File: config.mk
export PLATFORM = sky130hd
export DESIGN_NAME = adt_data_regs
export DESIGN_NICKNAME = d
export VERILOG_FILES = /design/src/rtl/adt_tick_gen.v /design/src/rtl/adt_data_regs.v
export VERILOG_INCLUDE_DIRS = /design/src /design/src/rtl
export SDC_FILE = /design/constraint.sdc
export NUM_CORES = 1
export LEC_CHECK = 0
export ABC_AREA = 1
export BUFFER_PORTS_ARGS = -buffer_cell sky130_fd_sc_hd__buf_2
export CORE_MARGIN = 3
export CORE_UTILIZATION = 42
export CTS_CLUSTER_SIZE = 20
export DETAILED_ROUTE_END_ITERATION = 7
export HOLD_SLACK_MARGIN = 0.05
export SLEW_MARGIN = 20
export SYNTH_ARGS = -nofsm -noshare
export SYNTH_HDL_FRONTEND = slang
export SYNTH_HIERARCHICAL = 1
export SYNTH_SLANG_ARGS = --single-unit
File: constraint.sdc
create_clock -name clock_in -period 1.5 [get_ports clock_in]
set_input_delay 0.15 -clock clock_in [delete_from_list [all_inputs] [get_ports clock_in]]
set_output_delay 0.15 -clock clock_in [all_outputs]
set_load 0.05 [all_outputs]
File: src/rtl/adt_regs.vh
// register offsets, field positions, reset values and timing counts for the
// accelerometer result and sensor time registers
// assumes a 100 MHz core clock
`ifndef ADT_REGS_VH
`define ADT_REGS_VH
`define ADT_ADDR_AUX_RESIST_LOW 8'h10
`define ADT_ADDR_AUX_RESIST_HIGH 8'h11
`define ADT_ADDR_ACCEL_X_LOW 8'h12
`define ADT_ADDR_ACCEL_X_HIGH 8'h13
`define ADT_ADDR_ACCEL_Y_LOW 8'h14
`define ADT_ADDR_ACCEL_Y_HIGH 8'h15
`define ADT_ADDR_ACCEL_Z_LOW 8'h16
`define ADT_ADDR_ACCEL_Z_HIGH 8'h17
`define ADT_ADDR_TIMESTAMP_BYTE0 8'h18
`define ADT_ADDR_TIMESTAMP_BYTE1 8'h19
`define ADT_ADDR_TIMESTAMP_BYTE2 8'h1a
`define ADT_RESET_BYTE 8'h00
`define ADT_RESET_SAMPLE 12'h000
`define ADT_RESET_TIME 24'h000000
`define ADT_LOW_NIBBLE_POS 4
`define ADT_TICK_PS 39062500
`define ADT_CLK_PERIOD_PS 10000
`define ADT_TICK_CYCLES (`ADT_TICK_PS / `ADT_CLK_PERIOD_PS)
`endif

File: src/rtl/adt_tick_gen.v
// divider that pulses once per sensor time tick
// assumes clock_in at 100 MHz and asynchronous active low reset
`include "adt_regs.vh"
module adt_tick_gen (
  input wire clock_in,
  input wire nrst_in,
  output reg tick_out
);
  localparam integer full_count = `ADT_TICK_CYCLES - 1;
  localparam [11:0] last_count = full_count[11:0];
  reg [11:0] div_ff;
  always @(posedge clock_in or negedge nrst_in) begin
    if (!nrst_in) begin
      div_ff <= 12'h000;
      tick_out <= 1'b0;
    end else if (div_ff == last_count) begin
      div_ff <= 12'h000;
      tick_out <= 1'b1;
    end else begin
      div_ff <= div_ff + 12'h001;
      tick_out <= 1'b0;
    end
  end
endmodule

File: src/rtl/adt_data_regs.v
// read-only result registers: auxiliary r channel, x/y/z acceleration and
// the 24-bit sensor time, with the data-ready flags that reads of the aux and x/y/z registers clear
// assumes the serial interface decodes a one-cycle read strobe with address
`include "adt_regs.vh"
module adt_data_regs (
  input wire clock_in,
  input wire nrst_in,
  input wire rd_strobe_in,
  input wire [7:0] rd_addr_in,
  input wire aux_valid_in,
  input wire [11:0] aux_sample_in,
  input wire acc_valid_in,
  input wire [11:0] acc_x_in,
  input wire [11:0] acc_y_in,
  input wire [11:0] acc_z_in,
  output reg [7:0] rd_data_out,
  output reg rd_valid_out,
  output reg acc_ready_out,
  output reg aux_ready_out
);
  reg [11:0] aux_ff;
  reg [11:0] x_ff;
  reg [11:0] y_ff;
  reg [11:0] z_ff;
  reg [23:0] time_ff;
  reg [7:0] nxt_rd_data;
  wire tick;
  wire rd_acc;
  wire rd_aux;

  // low byte of a split sample: bits 3..0 on top, reserved bits zero
  function [7:0] low_byte;
    input [11:0] s;
    begin
      low_byte = {s[3:0], 4'h0} << (`ADT_LOW_NIBBLE_POS - 4);
    end
  endfunction

  function [7:0] high_byte;
    input [11:0] s;
    begin
      high_byte = s[11:4];
    end
  endfunction

  adt_tick_gen u_tick (
    .clock_in(clock_in),
    .nrst_in(nrst_in),
    .tick_out(tick)
  );

  assign rd_acc = rd_strobe_in && (rd_addr_in >= `ADT_ADDR_ACCEL_X_LOW) &&
    (rd_addr_in <= `ADT_ADDR_ACCEL_Z_HIGH);
  assign rd_aux = rd_strobe_in && ((rd_addr_in == `ADT_ADDR_AUX_RESIST_LOW) ||
    (rd_addr_in == `ADT_ADDR_AUX_RESIST_HIGH));

  // sample capture
  always @(posedge clock_in or negedge nrst_in) begin
    if (!nrst_in) begin
      aux_ff <= `ADT_RESET_SAMPLE;
      x_ff <= `ADT_RESET_SAMPLE;
      y_ff <= `ADT_RESET_SAMPLE;
      z_ff <= `ADT_RESET_SAMPLE;
    end else begin
      if (aux_valid_in) begin
        aux_ff <= aux_sample_in;
      end
      if (acc_valid_in) begin
        x_ff <= acc_x_in;
        y_ff <= acc_y_in;
        z_ff <= acc_z_in;
      end
    end
  end

  // sensor time counter, wraps naturally at 24 bits
  always @(posedge clock_in or negedge nrst_in) begin
    if (!nrst_in) begin
      time_ff <= `ADT_RESET_TIME;
    end else if (tick) begin
      time_ff <= time_ff + 24'h000001;
    end
  end

  // data-ready flags; a new sample in the same cycle as a read wins
  always @(posedge clock_in or negedge nrst_in) begin
    if (!nrst_in) begin
      acc_ready_out <= 1'b0;
      aux_ready_out <= 1'b0;
    end else begin
      if (acc_valid_in) begin
        acc_ready_out <= 1'b1;
      end else if (rd_acc) begin
        acc_ready_out <= 1'b0;
      end
      if (aux_valid_in) begin
        aux_ready_out <= 1'b1;
      end else if (rd_aux) begin
        aux_ready_out <= 1'b0;
      end
    end
  end

  // read mux
  always @* begin
    case (rd_addr_in)
      `ADT_ADDR_AUX_RESIST_LOW: nxt_rd_data = low_byte(aux_ff);
      `ADT_ADDR_AUX_RESIST_HIGH: nxt_rd_data = high_byte(aux_ff);
      `ADT_ADDR_ACCEL_X_LOW: nxt_rd_data = low_byte(x_ff);
      `ADT_ADDR_ACCEL_X_HIGH: nxt_rd_data = high_byte(x_ff);
      `ADT_ADDR_ACCEL_Y_LOW: nxt_rd_data = low_byte(y_ff);
      `ADT_ADDR_ACCEL_Y_HIGH: nxt_rd_data = high_byte(y_ff);
      `ADT_ADDR_ACCEL_Z_LOW: nxt_rd_data = low_byte(z_ff);
      `ADT_ADDR_ACCEL_Z_HIGH: nxt_rd_data = high_byte(z_ff);
      `ADT_ADDR_TIMESTAMP_BYTE0: nxt_rd_data = time_ff[7:0];
      `ADT_ADDR_TIMESTAMP_BYTE1: nxt_rd_data = time_ff[15:8];
      `ADT_ADDR_TIMESTAMP_BYTE2: nxt_rd_data = time_ff[23:16];
      default: nxt_rd_data = `ADT_RESET_BYTE;
    endcase
  end

  always @(posedge clock_in or negedge nrst_in) begin
    if (!nrst_in) begin
      rd_data_out <= `ADT_RESET_BYTE;
      rd_valid_out <= 1'b0;
    end else begin
      rd_valid_out <= rd_strobe_in;
      if (rd_strobe_in) begin
        rd_data_out <= nxt_rd_data;
      end
    end
  end
endmodule

==> results of run 1 <==
## final cells by class
| class | instances | area, sq um |
|---|---|---|
| well taps | 140 | 175.2 |
| flip-flops and latches | 96 | 2405 |
| multi-input cells | 449 | 2170 |
| clock inverters | 6 | 66.31 |
| repair buffers | 145 | 1066 |
| clock buffers | 10 | 229.0 |
| inverters | 66 | 247.7 |
| fillers | 992 | 4720 |
## cells by family after synthesis
group | Yosys count | synth area share
buf+inv | 84 | 0.06880
simple gates | 388 | 0.3492
mux | 1 | 0.002310
compound gates | 33 | 0.03594
xor+xnor | 24 | 0.04313
fa+ha+maj | 3 | 0.007703
flops | 96 | 0.4929
## cell usage in the layout (no fill, tap or decap), drive strengths merged, types with 3 or more instances in the layout
cell type | netlist | layout
a21oi | 3 | 3
inv | 65 | 67
xor2 | 17 | 17
ha | 3 | 3
nand4 | 9 | 9
nand2 | 227 | 227
buf | 9 | 99
nand3 | 74 | 74
dlygate4sd3 | 0 | 46
clkinv | 1 | 4
nor2 | 67 | 67
xnor2 | 7 | 7
dfrtp | 96 | 96
clkbuf | 9 | 10
nand3b | 4 | 4
o21ai | 26 | 26
nor3 | 6 | 6
## what timing repair did
action | 4_1_cts | 5_1_grt
endpoints found under the setup margin | 1 | 11
resized for setup | 1 | 7
hold buffers | 46 | 0
pin swaps | 0 | 3
buffers inserted | 0 | 8
hold endpoints to repair | 141 | 0
## path summary, 6_finish.rpt
path,start,end,slack [ns],cells past startpoint
setup / recovery,time_ff[10],time_ff[16],0.10,8
hold / removal,acc_y_in[4],y_ff[4],0.06,3
setup reg to reg,time_ff[10],time_ff[16],0.10,8
hold reg to reg,z_ff[8],z_ff[8],0.47,2
max in group asynchronous,nrst_in,y_ff[11],0.69,3
min in group asynchronous,nrst_in,time_ff[22],0.40,3
## critical path: stages, from the launching register on
cell	delay, ns
dfrtp_1	0.44
nand2_1	0.08
inv_1	0.08
nand2_1	0.10
nor3_1	0.15
nand2_1	0.10
nor2_1	0.12
xor2_1	0.16
inv_1	0.06
## power breakdown
group / switching (W) / internal, W
sequential: 0.0000610 / 0.00271
clock: 0.000988 / 0.00130
combinational: 0.000287 / 0.000225
total: 0.00134 / 0.00424
## registers in the layout, summed over array words and instances (netlist names)
signal           count
acc_ready_out        1
aux_ff              12
aux_ready_out        1
rd_data_out          8
rd_valid_out         1
time_ff             24
u_tick/div_ff       12
u_tick/tick_out      1
x_ff                12
y_ff                12
z_ff                12
## per-stage QoR
stage / cells / hold WS [ns] / worst slack, ns
global route: 912 / 0.05796 / -0.01613
CTS: 904 / 0.05352 / 0.02139
floorplan: 629 / -0.1456 / 0.1433
global placement: 842 / 0.2500 / 0.05204
finish: 912 / 0.05577 / 0.1008
detailed placement: 842 / 0.2530 / -0.005744
## routing by layer
layer / GRT usage / vias up
li1: - / 2249
met5: 0 / -
met2: 0.3086 / 124
met1: 0.2981 / 2067
met4: 0.07212 / 0
met3: 0.03554 / 21
==> results.py, run 1 <==
metrics = {
    "outcome": {
        "status": "finished clean",
    },
    "global_routing": {
        "grt-ovfl-total": 0,
        "grtUsageTotal": 0.2047,
        "grt_antenna_before_repair": 0,
        "grt_max_degree": 97,
        "grt_pass1_wl_um": 21250,
        "grt_pass1_vias": 4444,
    },
    "critical_path": {
        "cp-start-kind": "flip-flop",
        "crit_path_end_kind": "flip-flop",
        "critPathKind": "reg -> reg",
        "arrival_ns": 1.63,
        "worstPathMaxFanout": 4,
        "required_ns": 1.73,
    },
    "die": {
        "rows": 38,
        "die_x_um": 113.7,
        "core_region_area_sq_um": 11080,
        "fp.dieH_um": 113.7,
        "start_util": 0.4399,
        "dieArea_sq_um": 12930,
        "ios": 72,
    },
    "logic_synthesis": {
        "yosys-top-cells-area": "dfrtp_1 49%, nand2_1 17%, nand3_1 7.4%",
        "syn_area_per_cell_sq_um": 7.748,
        "yosys.area.top_type_share": 0.4929,
        "syn_nets": 693,
        "netlist_instances": 629,
        "netlist-cell-type-count": 31,
        "synth_most_common_cell": "nand2_1",
        "yosysTopAreaCell": "dfrtp_1",
        "synth_seq_cells": 96,
        "synth.top_cells.by_count": "222 x nand2_1, 96 x dfrtp_1, 72 x nand3_1",
        "yosysSeqAreaShare": 0.4929,
        "yosysWarnings": 6,
        "synthArstFlopShare": 1.000,
        "synthFlopType": "dfrtp_1",
        "syn-cell-area_sq_um": 4873,
        "synth_edf_count": 0,
    },
    "clocking": {
        "clk_pin_slew_ns": 0.07,
        "cts_tree": "yes",
        "cts-root-buf": "clkbuf_16",
        "cts_made_buffers": 9,
        "clock_latency_ns": 0.34,
        "clk_path_buf_depth": 2,
        "clock-sinks": 96,
        "htree_levels": 3,
    },
    "timing": {
        "finalSetupTns_ns": 0,
        "slew_headroom": 0.6441,
        "rsz0062_at_grt": "yes",
        "setup_viol": 0,
        "fin_crit_sh": 0.9328,
        "clock.fmax_mhz": 714.7,
        "worst_pin_slew_ns": 0.5338,
        "period_needed_ns": 1.399,
        "finalClockSkew_ns": 0.006099,
        "hold_violations": 0,
        "drv_slew": 0,
    },
    "cells_and_area": {
        "antenna_cells": 0,
        "drive_gt1_frac": 0.1865,
        "fin_util": 0.5740,
        "syn_to_final_growth_pct": 30.48,
        "layout.nets": 831,
        "postLayoutCellArea_sq_um": 6359,
    },
    "power": {
        "fin_total_pwr_w": 0.005572,
        "p_leak_nw": 3.427,
        "powerDensity_nw_per_um2": 876.3,
        "ir_worst_vdd_v": 0.0006831,
    },
    "routing": {
        "postRouteAntennaNets": 0,
        "drc": 0,
        "met3_length_um": 637,
        "dr_wl_met2_um": 5591,
        "top_layer": "met4",
        "dr.first_iter.drc_count": 261,
        "first_pass_iters": 4,
        "wl_um": 12480,
        "wire_per_inst_um": 13.68,
        "vias_per_cell": 4.891,
        "wl_met1_um": 5966,
        "dr_total_vias": 4461,
    },
    "placement": {
        "gp_congestion": 0.9070,
        "post-dp-hpwl_um": 8922,
        "dpl_cell_area_sq_um": 5512,
        "io_buffers": 71,
    },
    "flow_run": {
        "drv_cap": 0,
    },
    "min_path": {
        "hold_path.class": "in -> reg",
    },
}
Power figures use the tool's default switching activity.
==> run 2: changes to the inputs <==
Settings changed: CELL_PAD_IN_SITES_DETAIL_PLACEMENT from default to 1, CELL_PAD_IN_SITES_GLOBAL_PLACEMENT from default to 2, CORE_UTILIZATION 42 to 33, PLACE_DENSITY_LB_ADDON from default to 0.1.
==> run 2 against run 1 <==
  * Setup slack worse by 0.033 ns
  * Largest power group unchanged
  * Count of clock-buffer cells in the layout is 2 higher
  * Total power is 2.5% higher
  * Non-clock buffer count is 2 higher
  * First-iteration DRC count is 2.7% lower
==> results.py, run 2 (synthesis results as in run 1) <==
metrics = {
    "outcome": {
        "status": "finished clean",
    },
    "clocking": {
        "cts_tree": "yes",
        "clock_latency_ns": 0.35,
        "cts-root-buf": "clkbuf_16",
        "clock-sinks": 96,
        "clk_path_buf_depth": 2,
        "cts_made_buffers": 9,
        "htree_levels": 3,
        "clk_pin_slew_ns": 0.07,
    },
    "critical_path": {
        "r2r_cells": 9,
        "cp.buffers_inverters": 1,
        "cp-start-kind": "flip-flop",
        "cp_slowest_stage_delay_ns": 0.42,
        "r2r_start": "time_ff[1]",
        "reg2reg_setup_slack_ns": 0.07,
        "crit_path_end_kind": "flip-flop",
        "slowest_stage": "dfrtp_1",
        "required_ns": 1.75,
        "critPathKind": "reg -> reg",
        "reg2reg_to": "time_ff[23]",
        "arrival_ns": 1.68,
        "crit_path_cell_trace": "nand2_2, nor2_4, nand4_4, nor2_8, nand2_4, nor2_4, nand2_1, nand2_1, inv_1",
        "worstPathMaxFanout": 6,
        "path_delay_family": "simple AND/OR/NAND/NOR gates",
    },
    "placement": {
        "pre_cts_slack_ns": -0.03920,
        "post-dp-hpwl_um": 10880,
        "gp_congestion": 0.8114,
        "io_buffers": 71,
    },
    "power": {
        "p_leak_nw": 3.468,
        "fin_total_pwr_w": 0.005713,
        "powerDensity_nw_per_um2": 878.2,
        "ir_worst_vdd_v": 0.0004795,
    },
    "global_routing": {
        "grt_max_degree": 45,
        "grt_pass1_wl_um": 24460,
        "grt_pass1_vias": 4759,
        "grtUsageTotal": 0.1903,
        "grt-ovfl-total": 0,
        "grt_antenna_before_repair": 0,
    },
    "timing": {
        "period_needed_ns": 1.433,
        "setup_viol": 0,
        "clock.fmax_mhz": 698.1,
        "fin_crit_sh": 0.9550,
        "worst_pin_slew_ns": 0.6104,
        "drv_slew": 0,
        "setup_ws_ns": 0.06749,
        "slew_headroom": 0.5916,
        "hold_violations": 0,
        "finalClockSkew_ns": 0.007538,
        "rsz0062_at_grt": "yes",
    },
    "die": {
        "dieArea_sq_um": 16260,
        "ios": 72,
        "rows": 43,
        "die_x_um": 127.5,
        "fp.dieH_um": 127.5,
        "start_util": 0.3444,
        "core_region_area_sq_um": 14150,
    },
    "routing": {
        "top_layer": "met4",
        "dr.first_iter.drc_count": 254,
        "drc": 0,
        "wl_met1_um": 7004,
        "dr_total_vias": 4468,
        "met3_length_um": 499,
        "postRouteAntennaNets": 0,
        "wire_per_inst_um": 15.22,
        "wl_um": 14500,
        "first_pass_iters": 5,
        "dr_wl_met2_um": 6689,
        "vias_per_cell": 4.688,
    },
    "cells_and_area": {
        "layout_common_cells": "221 x nand2_1, 94 x dfrtp_1, 72 x nand3_1, 70 x buf_2, 62 x inv_1",
        "syn_to_final_growth_pct": 33.48,
        "drive_gt1_frac": 0.1902,
        "antenna_cells": 0,
        "layout.nets": 833,
        "largest_reg_flops": 24,
        "final_common_cell": "nand2_1",
        "top_register": "time_ff",
    },
    "min_path": {
        "hold-path-endpoint": "y_ff[4]",
        "whs_path_depth": 3,
        "timing.hold.worst.start": "acc_y_in[4]",
        "hold_path.class": "in -> reg",
    },
    "flow_run": {
        "drv_cap": 0,
    },
}
run 2: cell count changes in the layout (fill, tap and decap cells not counted), sizes merged:
cell | previous run | this run
inv | 67 | 65
clkbuf | 10 | 12
clkinv | 4 | 3
dlygate4sd3 | 46 | 48
run 2: worst min-delay path: stages:
cell     delay [ns]
buf_2          0.09
nand2_1        0.06
o21ai_0        0.08
run 2: cell type report:
cell class | instances | area [sq um]
flip-flops and latches | 96 | 2405
repair buffers | 147 | 1111
clock inverters | 3 | 40.04
inverters | 66 | 247.7
clock buffers | 12 | 266.5
fillers | 1745 | 7645
well taps | 180 | 225.2
multi-input cells | 449 | 2210
run 2: timing repair:
action	CTS	global route
pin swaps	1	4
hold buffers	48	0
resized for setup	1	15
setup buffers	1	2
setup endpoints to repair	4	18
endpoints found under the hold margin	73	0
run 2: worst max path at each step:
stage	start	to	cells past startpoint
2_1_floorplan	time_ff[0]	time_ff[18]	7
3_3_place_gp	rd_addr_in[2]	rd_data_out[3]	10
3_5_place_dp	time_ff[1]	time_ff[16]	7
4_1_cts	u_tick/div_ff[1]	u_tick/div_ff[0]	7
5_1_grt	time_ff[1]	time_ff[21]	8
6_report	time_ff[1]	time_ff[23]	9
run 2: through the flow:
stage | hold WS (ns) | setup TNS (ns) | cell area [sq um] | utilization | std cells
3_5_place_dp | 0.1410 | -0.08413 | 5624 | 0.3975 | 887
4_1_cts | 0.05425 | 0 | 6421 | 0.4538 | 951
3_3_place_gp | 0.1335 | 0 | 5624 | 0.3975 | 887
2_1_floorplan | -0.1456 | 0 | 4873 | - | 629
5_1_grt | 0.09076 | -0.2278 | 6505 | 0.4597 | 953
6_report | 0.07450 | 0 | 6505 | 0.4597 | 953
run 2: per-layer routing:
layer  global-route usage  vias up
li1                     -     2245
met1               0.2648     2127
met2               0.3020       78
met3              0.03219       18
met4              0.06246        0
met5                    0        -
run 2: power by group:
part           switching [W]  leakage (nW)  internal, W
Sequential         0.0000578          1.22      0.00271
Combinational       0.000300          2.09     0.000238
Clock               0.000993         0.154      0.00142
Total                0.00135          3.47      0.00436
==> run 3: changes to the inputs <==
Settings changed: PLACE_DENSITY from default to 0.84, PLACE_DENSITY_LB_ADDON 0.1 to default.
==> run 3 against run 2 <==
  * The run now ends with setup timing left
  * Sequential share of layout area grew 0.078 points
  * Combinational power fell by 2%
  * Via count up 1.0%
  * Die area did not move
  * Total power decreased by 5.0%
  * Clock skew grew 0.0027 ns
  * Utilization fell by 0.097 points
  * Wire length rose by 1.1%
  * Global-route usage down 0.40 points
  * Count of clock-buffer cells in the layout down 2
  * Clock power down 12%
  * Largest power group unchanged
==> results.py, run 3 (synthesis results as in run 1) <==
metrics = {
    "cells_and_area": {
        "drive_gt1_frac": 0.1974,
        "layout.nets": 834,
        "fin_util": 0.4588,
        "largest_reg_flops": 24,
        "postLayoutCellArea_sq_um": 6491,
        "layout_common_cells": "219 x nand2_1, 94 x dfrtp_1, 71 x nand3_1, 70 x buf_2, 60 x inv_1",
        "top_register": "time_ff",
        "stdcell_count": 955,
        "antenna_cells": 0,
        "syn_to_final_growth_pct": 33.20,
        "final_common_cell": "nand2_1",
    },
    "min_path": {
        "whs_path_depth": 2,
        "timing.hold.worst.start": "rd_strobe_in",
        "hold_path.class": "in -> reg",
        "hold-path-endpoint": "rd_valid_out",
    },
    "routing": {
        "dr.first_iter.drc_count": 194,
        "postRouteAntennaNets": 0,
        "wl_um": 14660,
        "first_pass_iters": 5,
        "vias_per_cell": 4.727,
        "dr_total_vias": 4514,
        "wire_per_inst_um": 15.35,
        "drc": 0,
    },
    "placement": {
        "post-dp-hpwl_um": 10480,
        "gp_congestion": 0.8545,
        "dpl_cell_area_sq_um": 5552,
        "pre_cts_slack_ns": -0.09123,
        "io_buffers": 71,
        "dp_cells": 879,
    },
    "clocking": {
        "clk_pin_slew_ns": 0.07,
        "cts-root-buf": "clkbuf_16",
        "cts_made_buffers": 9,
        "clock-sinks": 96,
        "cts_tree": "yes",
        "clk_path_buf_depth": 2,
        "htree_levels": 3,
        "clock_latency_ns": 0.35,
    },
    "die": {
        "dieArea_sq_um": 16260,
        "start_util": 0.3444,
        "ios": 72,
        "core_region_area_sq_um": 14150,
        "fp.dieH_um": 127.5,
        "rows": 43,
        "die_x_um": 127.5,
    },
    "critical_path": {
        "cp-start-kind": "flip-flop",
        "critPathKind": "reg -> reg",
        "crit_path_end_kind": "flip-flop",
        "worstPathMaxFanout": 6,
        "r2r_cells": 8,
        "reg2reg_to": "time_ff[13]",
        "arrival_ns": 1.78,
        "reg2reg_setup_slack_ns": -0.01,
        "r2r_start": "time_ff[1]",
        "required_ns": 1.77,
    },
    "timing": {
        "clock.fmax_mhz": 660.9,
        "rsz0062_at_grt": "yes",
        "drv_slew": 0,
        "setup_viol": 3,
        "setup_ws_ns": -0.01316,
        "worst_pin_slew_ns": 0.5524,
        "period_needed_ns": 1.513,
        "hold_violations": 0,
        "finalClockSkew_ns": 0.01023,
        "slew_headroom": 0.6317,
        "fin_crit_sh": 1.009,
    },
    "global_routing": {
        "grt_pass1_vias": 4919,
        "grtUsageTotal": 0.1863,
        "grt-ovfl-total": 0,
        "grt_max_degree": 97,
        "grt_pass1_wl_um": 24210,
        "grt_antenna_before_repair": 0,
    },
    "power": {
        "ir_worst_vdd_v": 0.0005074,
        "powerDensity_nw_per_um2": 835.8,
        "p_leak_nw": 3.481,
    },
    "outcome": {
        "status": "complete, but fails checks",
        "violations": "setup timing",
    },
    "flow_run": {
        "drv_cap": 0,
    },
}
-- run 3: worst max-delay path by stage --
stage	startpoint	endpoint	cells past startpoint
2_1_floorplan	time_ff[0]	time_ff[18]	7
3_3_place_gp	time_ff[0]	time_ff[18]	7
3_5_place_dp	time_ff[1]	time_ff[18]	7
4_1_cts	time_ff[3]	time_ff[18]	6
5_1_grt	time_ff[1]	time_ff[21]	9
6_report	time_ff[1]	time_ff[13]	8
-- run 3: layer usage --
layer	track usage	part of all wire	vias to the layer above	wire [um]
met5	0	0	-	0
met4	0.04101	0.022	0	324
met3	0.04181	0.038	24	550
met2	0.3162	0.48	89	7024
met1	0.2436	0.46	2163	6760
li1	-	-	2238	-
-- run 3: layout make-up --
class / instances / area [sq um]
clock buffer: 10 / 229.0
sequential: 96 / 2405
tap: 180 / 225.2
fill: 1730 / 7659
multi-input combinational: 449 / 2232
timing repair buffer: 148 / 1116
clock inverter: 6 / 36.28
inverter: 66 / 247.7
-- run 3: critical path: stages (launching register included) --
cell and delay (ns):
dfrtp_1 0.40, buf_6 0.14, nand2_4 0.05, nor2_4 0.14
nand4_4 0.15, nor2_8 0.23, nand2_4 0.08, nor2_4 0.10
xor2_1 0.13
-- run 3: report_power, final --
part / total [W] / switching (W) / internal (W)
Sequential: 0.00277 / 0.0000600 / 0.00271
Combinational: 0.000529 / 0.000297 / 0.000232
Clock: 0.00213 / 0.00101 / 0.00112
Total: 0.00543 / 0.00137 / 0.00406
-- run 3: stage by stage --
step                      power [W]  setup TNS, ns  hold slack [ns]
final                      0.005425       -0.02699           0.1100
after global routing       0.005697        -0.5076           0.1112
after CTS                  0.005506              0          0.09770
after detailed placement   0.003253        -0.1556           0.2642
after global placement     0.003231              0           0.2492
after floorplan            0.003003              0          -0.1456
-- run 3: timing repair --
action                                  in CTS  in global routing
endpoints found under the setup margin       4                 20
setup buffers                                2                  9
hold endpoints to repair                   144                  0
hold buffers                                49                  0
resized for setup                            2                 23
pin swaps                                    1                  9
